===== src/core/train_term_pkg.sv =====
// Shared constants, types and register map for the training and termination block
package train_term_pkg;
	// Clock and window timing
	localparam int CLK_PERIOD_PS = 25000;
	localparam int TERM_DISABLE_WINDOW_NS = 20;
	localparam int TERM_ENABLE_WINDOW_NS = 20;
	// Longest times round down, never below one cycle
	localparam int TERM_DISABLE_CYCLES = (TERM_DISABLE_WINDOW_NS * 1000 / CLK_PERIOD_PS < 1) ? 1 :
		TERM_DISABLE_WINDOW_NS * 1000 / CLK_PERIOD_PS;
	localparam int TERM_ENABLE_CYCLES = (TERM_ENABLE_WINDOW_NS * 1000 / CLK_PERIOD_PS < 1) ? 1 :
		TERM_ENABLE_WINDOW_NS * 1000 / CLK_PERIOD_PS;
	localparam int WIN_W = 8;

	// Pin widths
	localparam int CA_W = 10;
	localparam int DQ_W = 16;
	localparam int LANES = 2;
	localparam int LANE_W = 8;

	// Mode write addresses and operands
	localparam logic [7:0] CA_TRAIN_ENTRY_MA = 8'h29;
	localparam logic [7:0] CA_TRAIN_ENTRY_OP = 8'ha4;
	localparam logic [7:0] CA_TRAIN_EXIT_MA = 8'h2a;
	localparam logic [7:0] CA_TRAIN_EXIT_OP = 8'ha8;
	localparam logic [7:0] CA_TRAIN_REMAP_MA = 8'h30;
	localparam logic [7:0] CA_TRAIN_REMAP_OP = 8'hc0;
	localparam logic [7:0] FEATURE_TWO_MA = 8'h02;
	localparam logic [7:0] TERM_CTRL_MA = 8'h0b;

	// Mode write layout on the pins: low four pins low on the rising edge
	localparam logic [3:0] MRW_OPCODE = 4'h0;
	localparam int MRW_MA_LO = 4;
	localparam int WL_BIT = 7;
	localparam int TERM_PD_BIT = 2;
	localparam int TERM_CTRL_W = 3;

	// Pin patterns for entry and exit, identical on both edges
	localparam logic [9:0] CA_ENTRY_PATTERN = {CA_TRAIN_ENTRY_MA[5:0], MRW_OPCODE};
	localparam logic [9:0] CA_EXIT_PATTERN = {CA_TRAIN_EXIT_MA[5:0], MRW_OPCODE};

	// Phase two pin positions
	localparam int P2_BIT_A = 4;
	localparam int P2_BIT_B = 9;
	localparam int P2_DQ_B = 8;

	// Register map (APB byte addresses)
	localparam logic [7:0] FEATURE_TWO_OFF = 8'h00;
	localparam logic [7:0] TERM_CTRL_OFF = 8'h04;
	localparam logic [7:0] STATUS_OFF = 8'h08;
	localparam logic [7:0] LAST_MRW_OFF = 8'h0c;
	localparam logic [7:0] FEATURE_TWO_RESET = 8'h00;
	localparam logic [2:0] TERM_CTRL_RESET = 3'h0;

	typedef enum logic [1:0] {TRAIN_OFF, TRAIN_PHASE1, TRAIN_PHASE2} train_state_t;

	typedef struct packed {
		logic [7:0] addr;
		logic [7:0] op;
	} mrw_t;

	typedef struct packed {
		logic dq;     // Data pins and the data-mask pin
		logic dqs;    // Both strobe pins of every lane
		logic [1:0] termination_resistance;
	} term_t;
endpackage


===== src/core/dram_training_odt_logic.sv =====
// Command/address training, write leveling and termination control of the memory device
//
// Behaviour
// - Mode write 29H/A4H enters command/address training
// - Mode write 2AH/A8H exits command/address training
// - Entry/exit decode works before timing is adjusted
// - Phase one reflects bits 0-3,5-8 onto data
// - Write 30H/C0H selects phase two, bits 4,9
// - Unmapped data pins driven to valid level
// - Feature two bit 7 enters/leaves write leveling
// - Strobe rise samples clock onto its lane
// - Termination enabled by nonzero field, selects resistance
// - Bit 2 keeps termination during power-down
// - Termination follows pin directly, unclocked
// - Reads switch termination off, ignore pin
// - Training keeps termination off
// - Power-down windows disable and restore termination
// - Self-refresh windows disable and restore termination
// - Deep power-down disables termination throughout
// - Termination switches all pins of a group together
// - Leveling: strobe termination on, data off
//
// The placing of the registers and the APB slave port were left to the implementer.
`timescale 1ns/10ps
module dram_training_odt_logic (
	input wire logic clk,                                  // System clock, 40 MHz
	input wire logic reset_n,                              // Async reset, active low
	input wire logic psel,                                 // APB select
	input wire logic penable,                              // APB access phase
	input wire logic pwrite,                               // APB write
	input wire logic [7:0] paddr,                          // APB byte address
	input wire logic [31:0] pwdata,                        // APB write data
	output logic [31:0] prdata,                            // APB read data
	output logic pready,                                   // APB ready
	output logic pslverr,                                  // APB error, unmapped address
	input wire logic link_ck,                              // Memory clock from controller
	input wire logic cs_n,                                 // Chip select, active low
	input wire logic [train_term_pkg::CA_W-1:0] command_address_pins, // Command/address
	input wire logic [train_term_pkg::LANES-1:0] dqs,      // Strobe per byte lane
	input wire logic on_die_termination,                   // Termination pin, unclocked
	input wire logic read_active,                          // Read or mode read in progress
	input wire logic pd_active,                            // Power-down entry registered
	input wire logic sr_active,                            // Self-refresh entry registered
	input wire logic dpd_active,                           // Deep power-down entry registered
	output logic [train_term_pkg::DQ_W-1:0] dq_out,        // Data pin drive value
	output logic [train_term_pkg::DQ_W-1:0] dq_oe,         // Data pin drive enable
	output train_term_pkg::term_t term_out                 // Termination switches
);
	import train_term_pkg::*;

	localparam int DIS_BOUND = TERM_DISABLE_CYCLES + 1;
	localparam int EN_BOUND = TERM_ENABLE_CYCLES + 1;

	logic [CA_W+LANES+1:0] sync_out;
	logic ck_s, ck_d, cs_n_s, mrw_pend, blocked, gate_dq, gate_dqs;
	logic [CA_W-1:0] ca_s, rise_ca, fall_ca;
	logic [LANES-1:0] dqs_s, dqs_d, wl_sample;
	train_state_t phase, next_phase;
	logic [7:0] feature_two_register;
	logic [TERM_CTRL_W-1:0] termination_control_register;
	mrw_t last_mrw;
	logic [WIN_W-1:0] wcnt;
	logic [1:0] rtt_q;
	logic [DQ_W-1:0] next_dq, train1, train2, wl_dq;
	logic [31:0] next_rdata;

	// Link clock, chip select, strobes and command/address pass two flip-flops; the termination pin does not
	sync_two_ff #(.WIDTH(CA_W + LANES + 2)) u_sync (
		.clk(clk),
		.reset_n(reset_n),
		.din({link_ck, cs_n, dqs, command_address_pins}),
		.dout(sync_out)
	);

	// Split synchronised pins and find clock and strobe edges
	wire ck_rise = ck_s & ~ck_d;
	wire ck_fall = ~ck_s & ck_d;
	wire [LANES-1:0] dqs_rise = dqs_s & ~dqs_d;
	assign ck_s = sync_out[CA_W+LANES+1];
	assign cs_n_s = sync_out[CA_W+LANES];
	assign dqs_s = sync_out[CA_W+LANES-1:CA_W];
	assign ca_s = sync_out[CA_W-1:0];

	// Entry/exit match on one edge alone, so edge skew cannot hide them
	wire cmd_rise = ck_rise & ~cs_n_s;
	wire entry_hit = cmd_rise & (ca_s == CA_ENTRY_PATTERN);
	wire exit_hit = cmd_rise & (ca_s == CA_EXIT_PATTERN);

	// Full mode write decode joins the rising and falling halves
	wire mrw_done = ck_fall & mrw_pend;
	wire [7:0] mrw_addr = {ca_s[1:0], rise_ca[CA_W-1:MRW_MA_LO]};
	wire [7:0] mrw_op = ca_s[CA_W-1:2];
	wire remap_hit = mrw_done & (mrw_addr == CA_TRAIN_REMAP_MA) & (mrw_op == CA_TRAIN_REMAP_OP);
	wire f2_hit = mrw_done & (mrw_addr == FEATURE_TWO_MA);
	wire tc_hit = mrw_done & (mrw_addr == TERM_CTRL_MA);

	// APB decode
	wire apb_access = psel & penable;
	wire apb_done = apb_access & pready;
	wire sel_f2 = (paddr == FEATURE_TWO_OFF);
	wire sel_tc = (paddr == TERM_CTRL_OFF);
	wire sel_st = (paddr == STATUS_OFF);
	wire sel_lm = (paddr == LAST_MRW_OFF);
	wire mapped = sel_f2 | sel_tc | sel_st | sel_lm;
	wire apb_wr_f2 = apb_done & pwrite & sel_f2;
	wire apb_wr_tc = apb_done & pwrite & sel_tc;

	wire train_active = (phase != TRAIN_OFF);
	wire wl_active = feature_two_register[WL_BIT];
	wire term_enabled = (termination_control_register[1:0] != 2'h0);
	wire off_req = sr_active | dpd_active |
		(pd_active & ~termination_control_register[TERM_PD_BIT]);
	wire [WIN_W-1:0] win_last = off_req ? WIN_W'(TERM_DISABLE_CYCLES - 1) :
		WIN_W'(TERM_ENABLE_CYCLES - 1);
	wire allow = term_enabled & ~read_active & ~train_active & ~blocked;

	assign next_rdata = sel_f2 ? {24'h0, feature_two_register} :
		sel_tc ? {29'h0, termination_control_register} :
		sel_st ? {26'h0, gate_dqs, gate_dq, blocked, wl_active, phase} :
		sel_lm ? {16'h0, last_mrw} : 32'h0;

	// Training phase sequence
	always_comb begin
		next_phase = phase;
		case (phase)
			TRAIN_OFF: if (entry_hit) next_phase = TRAIN_PHASE1;
			TRAIN_PHASE1: begin
				if (exit_hit) next_phase = TRAIN_OFF;
				else if (remap_hit) next_phase = TRAIN_PHASE2;
			end
			TRAIN_PHASE2: if (exit_hit) next_phase = TRAIN_OFF;
			default: next_phase = TRAIN_OFF;
		endcase
	end

	// Phase one map: even pin gets the rising sample, odd pin the falling
	genvar gi;
	generate
		for (gi = 0; gi < LANE_W; gi++) begin : g_map
			localparam int SRC = (gi < P2_BIT_A) ? gi : gi + 1;
			assign train1[2*gi] = rise_ca[SRC];
			assign train1[2*gi+1] = fall_ca[SRC];
		end
		for (gi = 0; gi < LANES; gi++) begin : g_lane
			assign wl_dq[gi*LANE_W +: LANE_W] = {LANE_W{wl_sample[gi]}};
		end
	endgenerate

	// Phase two uses four pins; the rest are held low, never floating
	assign train2 = DQ_W'(rise_ca[P2_BIT_A]) |
		(DQ_W'(fall_ca[P2_BIT_A]) << 1) |
		(DQ_W'(rise_ca[P2_BIT_B]) << P2_DQ_B) |
		(DQ_W'(fall_ca[P2_BIT_B]) << (P2_DQ_B + 1));
	assign next_dq = (phase == TRAIN_PHASE1) ? train1 :
		(phase == TRAIN_PHASE2) ? train2 :
		wl_active ? wl_dq : '0;

	// Clock and strobe edge history
	always_ff @(posedge clk or negedge reset_n) begin
		if (!reset_n) begin
			ck_d <= 1'b0;
			dqs_d <= '0;
		end else begin
			ck_d <= ck_s;
			dqs_d <= dqs_s;
		end
	end

	// Capture both halves of each memory clock period
	always_ff @(posedge clk or negedge reset_n) begin
		if (!reset_n) begin
			rise_ca <= '0;
			fall_ca <= '0;
			mrw_pend <= 1'b0;
		end else begin
			if (ck_rise) rise_ca <= ca_s;
			if (ck_fall) fall_ca <= ca_s;
			if (ck_rise) mrw_pend <= ~cs_n_s & (ca_s[3:0] == MRW_OPCODE);
			else if (ck_fall) mrw_pend <= 1'b0;
		end
	end

	// Training phase register
	always_ff @(posedge clk or negedge reset_n) begin
		if (!reset_n) phase <= TRAIN_OFF;
		else phase <= next_phase;
	end

	// Mode registers; a link mode write wins over an APB write in the same cycle
	always_ff @(posedge clk or negedge reset_n) begin
		if (!reset_n) begin
			feature_two_register <= FEATURE_TWO_RESET;
			termination_control_register <= TERM_CTRL_RESET;
			last_mrw <= '0;
		end else begin
			if (f2_hit) feature_two_register <= mrw_op;
			else if (apb_wr_f2) feature_two_register <= pwdata[7:0];
			if (tc_hit) termination_control_register <= mrw_op[TERM_CTRL_W-1:0];
			else if (apb_wr_tc) termination_control_register <= pwdata[TERM_CTRL_W-1:0];
			if (mrw_done) last_mrw <= '{addr: mrw_addr, op: mrw_op};
		end
	end

	// Leveling: each strobe rise latches the memory clock level
	always_ff @(posedge clk or negedge reset_n) begin
		if (!reset_n) wl_sample <= '0;
		else wl_sample <= (dqs_rise & {LANES{wl_active}} & {LANES{ck_s}}) |
			(~(dqs_rise & {LANES{wl_active}}) & wl_sample);
	end

	// Data pin drive; leveling data is undefined on entry, so zero is fine
	always_ff @(posedge clk or negedge reset_n) begin
		if (!reset_n) begin
			dq_out <= '0;
			dq_oe <= '0;
		end else begin
			dq_out <= next_dq;
			dq_oe <= {DQ_W{train_active | wl_active}};
		end
	end

	// Disable/enable windows: the count restarts if the request turns back
	always_ff @(posedge clk or negedge reset_n) begin
		if (!reset_n) begin
			blocked <= 1'b0;
			wcnt <= '0;
		end else if (off_req == blocked) begin
			wcnt <= '0;
		end else if (wcnt == win_last) begin
			blocked <= off_req;
			wcnt <= '0;
		end else begin
			wcnt <= wcnt + WIN_W'(1);
		end
	end

	// Gates are clocked, the pin itself is not; strobes keep theirs in leveling
	always_ff @(posedge clk or negedge reset_n) begin
		if (!reset_n) begin
			gate_dq <= 1'b0;
			gate_dqs <= 1'b0;
			rtt_q <= 2'h0;
		end else begin
			gate_dq <= allow & ~wl_active;
			gate_dqs <= allow;
			rtt_q <= termination_control_register[1:0];
		end
	end

	// Pin acts straight through the gate, with no sampling on the clock
	// The struct has one driver, so no member is driven from two processes
	wire term_dq = gate_dq & on_die_termination;
	wire term_dqs = gate_dqs & on_die_termination;
	assign term_out = '{dq: term_dq, dqs: term_dqs, termination_resistance: rtt_q};

	// APB slave: one wait state, data loaded on the same edge as ready, write at completion
	always_ff @(posedge clk or negedge reset_n) begin
		if (!reset_n) begin
			pready <= 1'b0;
			prdata <= '0;
			pslverr <= 1'b0;
		end else begin
			pready <= apb_access & ~pready;
			if (apb_access & ~pready) begin
				prdata <= pwrite ? 32'h0 : next_rdata;
				pslverr <= ~mapped;
			end
		end
	end

	property p_entry;
		@(posedge clk) disable iff (!reset_n)
		(entry_hit && phase == TRAIN_OFF) |=> (phase == TRAIN_PHASE1);
	endproperty
	a_entry: assert property (p_entry) else $error("training entry missed");
	property p_exit;
		@(posedge clk) disable iff (!reset_n)
		(exit_hit && phase != TRAIN_OFF) |=> (phase == TRAIN_OFF) ##1 (dq_oe == '0 || wl_active);
	endproperty
	a_exit: assert property (p_exit) else $error("training exit missed");
	property p_remap;
		@(posedge clk) disable iff (!reset_n)
		(remap_hit && !exit_hit && phase == TRAIN_PHASE1) |=> (phase == TRAIN_PHASE2);
	endproperty
	a_remap: assert property (p_remap) else $error("phase two not taken");
	property p_phase1_map;
		@(posedge clk) disable iff (!reset_n)
		(ck_rise && phase == TRAIN_PHASE1 && next_phase == TRAIN_PHASE1) |->
			##2 (phase != TRAIN_PHASE1 || dq_out[2] == $past(ca_s[1], 2));
	endproperty
	a_phase1_map: assert property (p_phase1_map) else $error("bit one not on even pin");
	property p_unused_valid;
		@(posedge clk) disable iff (!reset_n)
		(phase == TRAIN_PHASE2) [*2] |-> (dq_oe == '1 && dq_out[7:2] == 6'h0);
	endproperty
	a_unused_valid: assert property (p_unused_valid) else $error("unused pin not driven");
	property p_wl_feedback;
		@(posedge clk) disable iff (!reset_n)
		(dqs_rise[0] && wl_active && phase == TRAIN_OFF) ##1 wl_active |->
			##1 (dq_out[7:0] == {8{$past(ck_s, 2)}});
	endproperty
	a_wl_feedback: assert property (p_wl_feedback) else $error("leveling feedback wrong");
	property p_train_off;
		@(posedge clk) disable iff (!reset_n)
		train_active |=> (!gate_dq && !gate_dqs);
	endproperty
	a_train_off: assert property (p_train_off) else $error("termination during training");
	property p_read_off;
		@(posedge clk) disable iff (!reset_n)
		read_active |=> (!term_out.dq && !term_out.dqs);
	endproperty
	a_read_off: assert property (p_read_off) else $error("termination during read");
	property p_field_zero;
		@(posedge clk) disable iff (!reset_n)
		!term_enabled |=> (!gate_dq && !gate_dqs && term_out.termination_resistance == 2'h0);
	endproperty
	a_field_zero: assert property (p_field_zero) else $error("termination while disabled");
	// A pending off request must block the gate within the window unless withdrawn
	property p_disable_window;
		@(posedge clk) disable iff (!reset_n)
		(off_req && !blocked) |-> ##[1:DIS_BOUND] (blocked || !off_req);
	endproperty
	a_disable_window: assert property (p_disable_window) else $error("disable window late");
	property p_enable_window;
		@(posedge clk) disable iff (!reset_n)
		(!off_req && blocked) |-> ##[1:EN_BOUND] (!blocked || off_req);
	endproperty
	a_enable_window: assert property (p_enable_window) else $error("enable window late");
	property p_wl_term;
		@(posedge clk) disable iff (!reset_n)
		(wl_active && allow) |=> (gate_dqs && !gate_dq);
	endproperty
	a_wl_term: assert property (p_wl_term) else $error("leveling termination wrong");
endmodule


===== src/core/sync_two_ff.sv =====
// Two-stage synchroniser for pins that arrive from outside the clock domain
`timescale 1ns/10ps
module sync_two_ff #(
	parameter int WIDTH = 1
) (
	input wire logic clk,                 // System clock
	input wire logic reset_n,             // Async reset, active low
	input wire logic [WIDTH-1:0] din,     // Asynchronous input
	output logic [WIDTH-1:0] dout         // Synchronised output
);
	logic [WIDTH-1:0] meta;

	// First stage is read only by the second
	always_ff @(posedge clk or negedge reset_n) begin
		if (!reset_n) begin
			meta <= '0;
			dout <= '0;
		end else begin
			meta <= din;
			dout <= meta;
		end
	end
endmodule


===== config.mk =====
export PLATFORM = sky130hd
export DESIGN_NAME = dram_training_odt_logic
export DESIGN_NICKNAME = d
export VERILOG_FILES = /design/src/core/train_term_pkg.sv /design/src/core/dram_training_odt_logic.sv /design/src/core/sync_two_ff.sv
export SDC_FILE = /design/constraint.sdc
export NUM_CORES = 1
export LEC_CHECK = 0
export BUFFER_PORTS_ARGS = -buffer_cell sky130_fd_sc_hd__buf_2
export CAP_MARGIN = 20
export CORE_MARGIN = 2
export CORE_UTILIZATION = 40
export CTS_CLUSTER_DIAMETER = 30
export CTS_CLUSTER_SIZE = 8
export DETAILED_ROUTE_END_ITERATION = 8
export GPL_ROUTABILITY_DRIVEN = 1
export PLACE_DENSITY = 0.66
export SLEW_MARGIN = 20
export SYNTH_ARGS = -nofsm -noshare
export SYNTH_HDL_FRONTEND = slang
export SYNTH_SLANG_ARGS = --single-unit

===== constraint.sdc =====
create_clock -name clk -period 2.2 [get_ports clk]
set_input_delay 0.55 -clock clk [delete_from_list [all_inputs] [get_ports clk]]
set_output_delay 0.55 -clock clk [all_outputs]
set_load 0.02 [all_outputs]

**After elaboration in Yosys (flattened, before gate mapping)**

Index checks and enable logic that the tools add are counted.

- Input bits: 64
- Word-level logic and storage cells: 122
- Register bits: 147
- Output and inout bits: 70

- Reductions and logical operators: 11
- Mux-type cells: 21
- Add/subtract/negate cells: 1
- Equality and inequality tests: 15
- Bitwise gates (word level): 51

Operators by type and width:

| operator | number |
|---|---|
| $mux 16 | 8 |
| $mux 8 | 4 |
| $and 1x1->1 | 24 |
| $eq 8x4->1 const B | 3 |
| $eq 10x10->1 const B | 2 |
| $logic_not 8->1 | 2 |
| $not 1->1 | 11 |
| $or 9x10->10 | 1 |
| $reduce_bool 2->1 | 5 |
| $or 2x9->9 | 1 |
| $add 8x1->8 const B | 1 |
| $and 2x2->2 | 4 |
| $eq 8x2->1 const B | 1 |
| $eq 8x3->1 const B | 1 |
| $eq 8x6->1 const B | 1 |
| $eq 8x8->1 const B | 1 |
| $mux 2 | 4 |
| $mux 3 | 2 |
| $or 1x1->1 | 6 |
| $pmux 2 s3 | 1 |
| $logic_not 4->1 | 1 |
| $ne 2x2->1 const B | 2 |
| $not 2->2 | 2 |
| $ne 3x3->1 const B | 1 |
| other kinds (9) | 10 |

**Logic depth before layout (Yosys ltp)**

- Depth after elaboration: 8
- Depth in mapped cells: 7
- Gate-level depth less buffers: 6

**By module**

From an unflattened synthesis, not the netlist that was laid out.

- Cell total of the unflattened synthesis: 420
- Area, all modules: 5340.1 µm²

Modules (own cells, without submodules):

| module | area an instance (µm²) | seq. area each (µm²) | cells each | instances |
|---|---|---|---|---|
| dram_training_odt_logic | 4639.4 | 2577.5 | 392 | 1 |
| sync_two_ff | 700.7 | 700.7 | 28 | 1 |

**Least setup slack after synthesis**

OpenSTA, ideal clock, no wires.

- Path type: input to register
- Start point: input paddr[5]
- End point: register prdata[6]
- Data required time: 2136 ps
- Library setup time: 64 ps
- Cell stages on the path: 4
- Path slack: 379 ps
- Path buffers: 0
- Arrival time: 1758 ps
- Cells stage by stage: or4_4 nor4_2 a22o_1 a21o_1

- Cells in the longest elaborated chain, start to end: 6
- Elaborated cells on any way between the ends: 9
- Classes of those cells: eq/ne: 3; mux: 5; reduce/logical: 1

RTL lines:

| item | line | source |
|---|---|---|
| from (decl) | dram_training_odt_logic.sv:31 | `input wire logic [7:0] paddr,` |
| $eq 8x4->1 | dram_training_odt_logic.sv:103 | `wire sel_lm = (paddr == LAST_MRW_OFF);` |
| $mux 16 | dram_training_odt_logic.sv:120 | `sel_lm ? {16'h0, last_mrw} : 32'h0;` |
| $mux 16 | dram_training_odt_logic.sv:119 | `sel_st ? {26'h0, gate_dqs, gate_dq, blocked, wl_active, phase} :` |
| $mux 16 | dram_training_odt_logic.sv:118 | `sel_tc ? {29'h0, termination_control_register} :` |
| $mux 16 (*) | dram_training_odt_logic.sv:117 | `assign next_rdata = sel_f2 ? {24'h0, feature_two_register} :` |
| $mux 16 (*) | dram_training_odt_logic.sv:265 | `prdata <= pwrite ? 32'h0 : next_rdata;` |
| to (signal assigned) | dram_training_odt_logic.sv:265 |  |
| to (decl) | dram_training_odt_logic.sv:33 | `output logic [31:0] prdata,` |

Every way passes the cells marked *; elsewhere a longest branch is shown, timed or not.
A chain may end at the register's enable or synchronous reset.

**Worst setup path in the final report**

- Start point: register u_sync.dout[1]
- End point: register phase[1]

- Cells in the longest elaborated chain, start to end: 5
- Elaborated cells on any way between the ends: 13
- Classes of those cells: eq/ne: 6; mux: 2; bitwise: 4; reduce/logical: 1

RTL lines:

| item | line | source |
|---|---|---|
| from (decl) | sync_two_ff.sv:9 | `output logic [WIDTH-1:0] dout` |
| from (signal assigned) | sync_two_ff.sv:20 | `dout <= meta;` |
| $eq 8x6->1 | dram_training_odt_logic.sv:93 | `wire remap_hit = mrw_done & (mrw_addr == CA_TRAIN_REMAP_MA) & (mrw_op == CA_TRAIN_REMAP_OP);` |
| $and 1x1->1 (2 in a row) | dram_training_odt_logic.sv:93 |  |
| $ne 3x3->1 (no source line) | - |  |
| $reduce_and 3->1 (no source line) | - |  |
| to (signal assigned) | dram_training_odt_logic.sv:186 | `else phase <= next_phase;` |
| to (decl) | dram_training_odt_logic.sv:58 | `train_state_t phase, next_phase;` |

Several ways; a longest one is shown, not always the timed one.

==> results_dict.tcl <==
set metrics [dict create \
    status "finished, final reports clean" \
    ff2ff_setup_slack_ps 340 \
    dr.pass1.iters 4 \
    fin_worst_skew_ps 9.47 \
    synth-edff-count 0 \
    synth.distinct_cells 50 \
    drt-vias-per-instance 4.87 \
    tightest_slew_ps 650 \
    ys_async_sr_fraction_pct 100 \
    antenna_found_initial 0 \
    die_area_um2 14200 \
    path_max_fanout 5 \
    numPlacedInstances 656 \
    cts_buffers 17 \
    hpwl_mm 7.22 \
    cp-endpoint "phase[1]$_DFFE_PN0P_" \
    place_area_um2 5890 \
    die_height_um 119 \
    die_x_um 119 \
    timing.rr.start "u_sync.dout[1]$_DFF_PN0_" \
    post-route-period-util_pct 84.5 \
    h-tree-depth 4 \
    cts_resized 0 \
    syn_inst 403 \
    clockBufferDepth 2 \
    instances_no_fill 688 \
    start_util_pct 40.6 \
    worstPathArrival_ps 2190 \
    timing.fmax_ghz 0.538 \
    synthAdderAreaFrac_pct 0.943 \
    pwr-share-seq_pct 44.3 \
    cts_root_buf "clkbuf_16" \
    yosys.area_share.simple_pct 10.4 \
    crit_path_start_kind "flop" \
    setup_tns_ps 0 \
    ys_seq_area_share_pct 61.8 \
    area_growth_pct 22.9 \
    grt_usage_pct 15.7 \
    routed_wl_mm 10.3 \
    drive_gt1_share_pct 37.1 \
    cpLargestDelayFamily "simple AND/OR/NAND/NOR gates" \
    p_clk_share_pct 48.6 \
    slew_headroom_pct 56.6 \
    power_leakage_nw 3.20 \
    yosysWarnings 0 \
    crit_path_end_kind "flop" \
    p_per_area_nw_per_um2 924 \
    critPathBufInv 0 \
    synthesis.area_um2 5310 \
    fin_crit_ps 1860 \
    n_antenna_cell 0 \
    gp_congestion 0.760 \
    overflow 0 \
    core_area_um2 13100 \
    setup_viol 0 \
    switching_power_mw 1.35 \
    wl_per_cell_um 15.0 \
    ys_seq_elements 131 \
    post_cts.repair.setup_buffers 0 \
    worstSetupStartpoint "u_sync.dout[1]$_DFF_PN0_" \
    fin_nets 567 \
    cp.required_ps 2540 \
    regArea_um2 3280 \
    power_frac_comb_pct 7.0 \
    r2r_cells 4 \
    clock-sinks 131 \
    synthFlopType "dfrtp_1" \
    synth-compound-area-share_pct 8.06 \
    finalHoldViolations 0 \
    holdBufCountCts 0 \
    path_cells "or4_4 -> or3b_4 -> nand4bb_1 -> o21ai_1" \
    intPower_mw 4.67 \
    hp-class "in2async" \
    cp_slowest_cell "or4_4" \
    grt_pass1_vias 3373 \
    grt_max_degree 56 \
    ant_nets 0 \
    clk_latency_ps 410 \
    max_cap_viol_count 0 \
    cp.depth 4 \
    multi_input_area_um2 1760 \
    io_pins 134 \
    avgSynthCellArea_um2 13.2 \
    rows 42 \
    post-route-cell-area_um2 6520 \
    sw_frac_of_total_pct 22.4 \
    slowest_delay_ps 570 \
    synthMuxAreaShare_pct 11.6 \
    numPortBuffers 93 \
    grt_pass1_wl_mm 17.1 \
    synth_top_family_by_area "multiplexers" \
    fillers 1120 \
    synth_xor_area_share_pct 0.990 \
    finalMaxSlewViolations 0 \
    clk_pin_slew_ps 50 \
    drcViolationCount 0 \
    rr_endpoint "phase[1]$_DFFE_PN0P_" \
    ir_drop_uv 420 \
    drt_iter0_markers 136 \
    crit_type "reg2reg" \
    vias 3350 \
    rsz0062_at_grt "false" \
    cts_tree "done" \
]
-- cell usage in the layout (no fill, tap or decap), types with 3 or more instances in the layout --
master,count
and2_1,5
buf_12,3
buf_4,12
a22o_1,11
bufinv_16,4
a21o_1,14
mux2_2,42
buf_2,92
ha_1,4
inv_1,8
nor2_1,22
nand3_1,8
clkinvlp_4,4
nor4b_1,3
xor2_1,5
clkbuf_16,17
o21ai_0,11
nand3b_1,4
dfrtp_1,131
a221o_1,4
and3_1,4
conb_1,16
clkinv_2,3
nand2_1,16
a22oi_1,3
nor2b_1,4
a21oi_1,9
mux2i_1,14
-- flip-flops by register name (all words and copies together), names as in the netlist, 3 cells and up, named ones only --
name and cells:
feature_two_register 8, u_sync.meta 14, u_sync.dout 14, prdata 16, wcnt 8, rise_ca 10, dq_out 16, termination_control_register 3
last_mrw 16, fall_ca 10
-- worst min-delay path by stage --
stage,from,endpoint,slack (ps),cells after the start
2_1_floorplan,reset_n,async pin,250,0
3_3_place_gp,u_sync.meta[2]$_DFF_PN0_,u_sync.dout[2]$_DFF_PN0_,330,0
3_5_place_dp,u_sync.meta[13]$_DFF_PN0_,u_sync.dout[13]$_DFF_PN0_,330,0
4_1_cts,reset_n,wcnt[1]$_DFF_PN0_,50,1
5_1_grt,reset_n,wcnt[6]$_DFF_PN0_,70,1
6_report,reset_n,wcnt[1]$_DFF_PN0_,50,1
-- cells in the mapped netlist (all sizes together) (2+ instances only) --
master	count	share of area, %
nand3b	4	0.57
or2	2	0.24
dfrtp	131	62
and3	4	0.47
a21o	14	2.0
clkbuf	9	0.64
o21ai	12	1.1
ha	4	0.94
or4	3	0.57
nand2	16	1.1
nor4	4	0.71
a221o	4	0.75
o211ai	2	0.28
nor4b	3	0.50
a22oi	3	0.42
buf	36	5.0
xor2	5	0.83
mux2	42	8.9
a22o	11	1.8
a21oi	9	0.85
mux2i	14	2.6
nor3	5	0.87
nor2	22	1.6
and4	2	0.33
nor4bb	2	0.38
and2	5	0.59
nand3	8	0.75
inv	8	0.57
nor2b	4	0.47
nand4	2	0.24
-- kinds of logic (layout without fill, tap and decap cells) --
| family | after synthesis | count (layout) |
|---|---|---|
| adders and majority gates | 4 | 4 |
| and+or+nand+nor | 92 | 92 |
| buffers and inverters | 53 | 147 |
| other | 1 | 16 |
| AOI/OAI and AO/OA | 60 | 60 |
| xor gates and xnor gates | 6 | 6 |
| DFF | 131 | 131 |
| muxes | 56 | 56 |
-- worst register-to-register path, stage by stage, from the launching register on --
cell and delay (ps):
dfrtp_1 460, or4_4 570, or3b_4 420, nand4bb_1 210
o21ai_1 130
-- cell type report --
cell class,count,area share (%)
clock inverter,13,2.80
inverter,8,0.461
clock buffer,19,6.79
sequential,131,50.3
multi-input combinational,234,26.9
timing repair buffer,107,9.36
tap,176,3.38
-- stage by stage --
| stage | power (mW) | setup WS (ps) | hold slack [ps] | utilization, % |
|---|---|---|---|---|
| 6_report | 6.02 | 341 | 52.2 | 49.8 |
| 5_1_grt | 6.27 | 283 | 68.5 | 49.8 |
| 4_1_cts | 6.09 | 341 | 50.6 | 49.8 |
| 3_5_place_dp | 3.14 | 205 | 335 | 45.0 |
| 3_3_place_gp | 3.12 | 233 | 334 | 45.0 |
| 2_1_floorplan | 2.95 | 379 | 254 | - |
-- per-layer routing --
layer	part of all wire, %	wire [µm]	global-route usage (%)	vias up
met1	46	4690	20.9	1651
met4	1.5	154	6.25	0
met2	48	4910	24.5	100
li1	-	-	-	1586
met3	5.4	553	4.31	13
met5	0	0	0	-
-- power by group through the flow --
stage | Combinational (mW) | Clock (mW) | Sequential [mW]
detailed placement | 0.430 | 0 | 2.71
global placement | 0.422 | 0 | 2.70
finish | 0.424 | 2.93 | 2.67
CTS | 0.433 | 2.99 | 2.67
global route | 0.468 | 3.12 | 2.69
floorplan | 0.211 | 0 | 2.74
(Power assumes the default switching activity.)
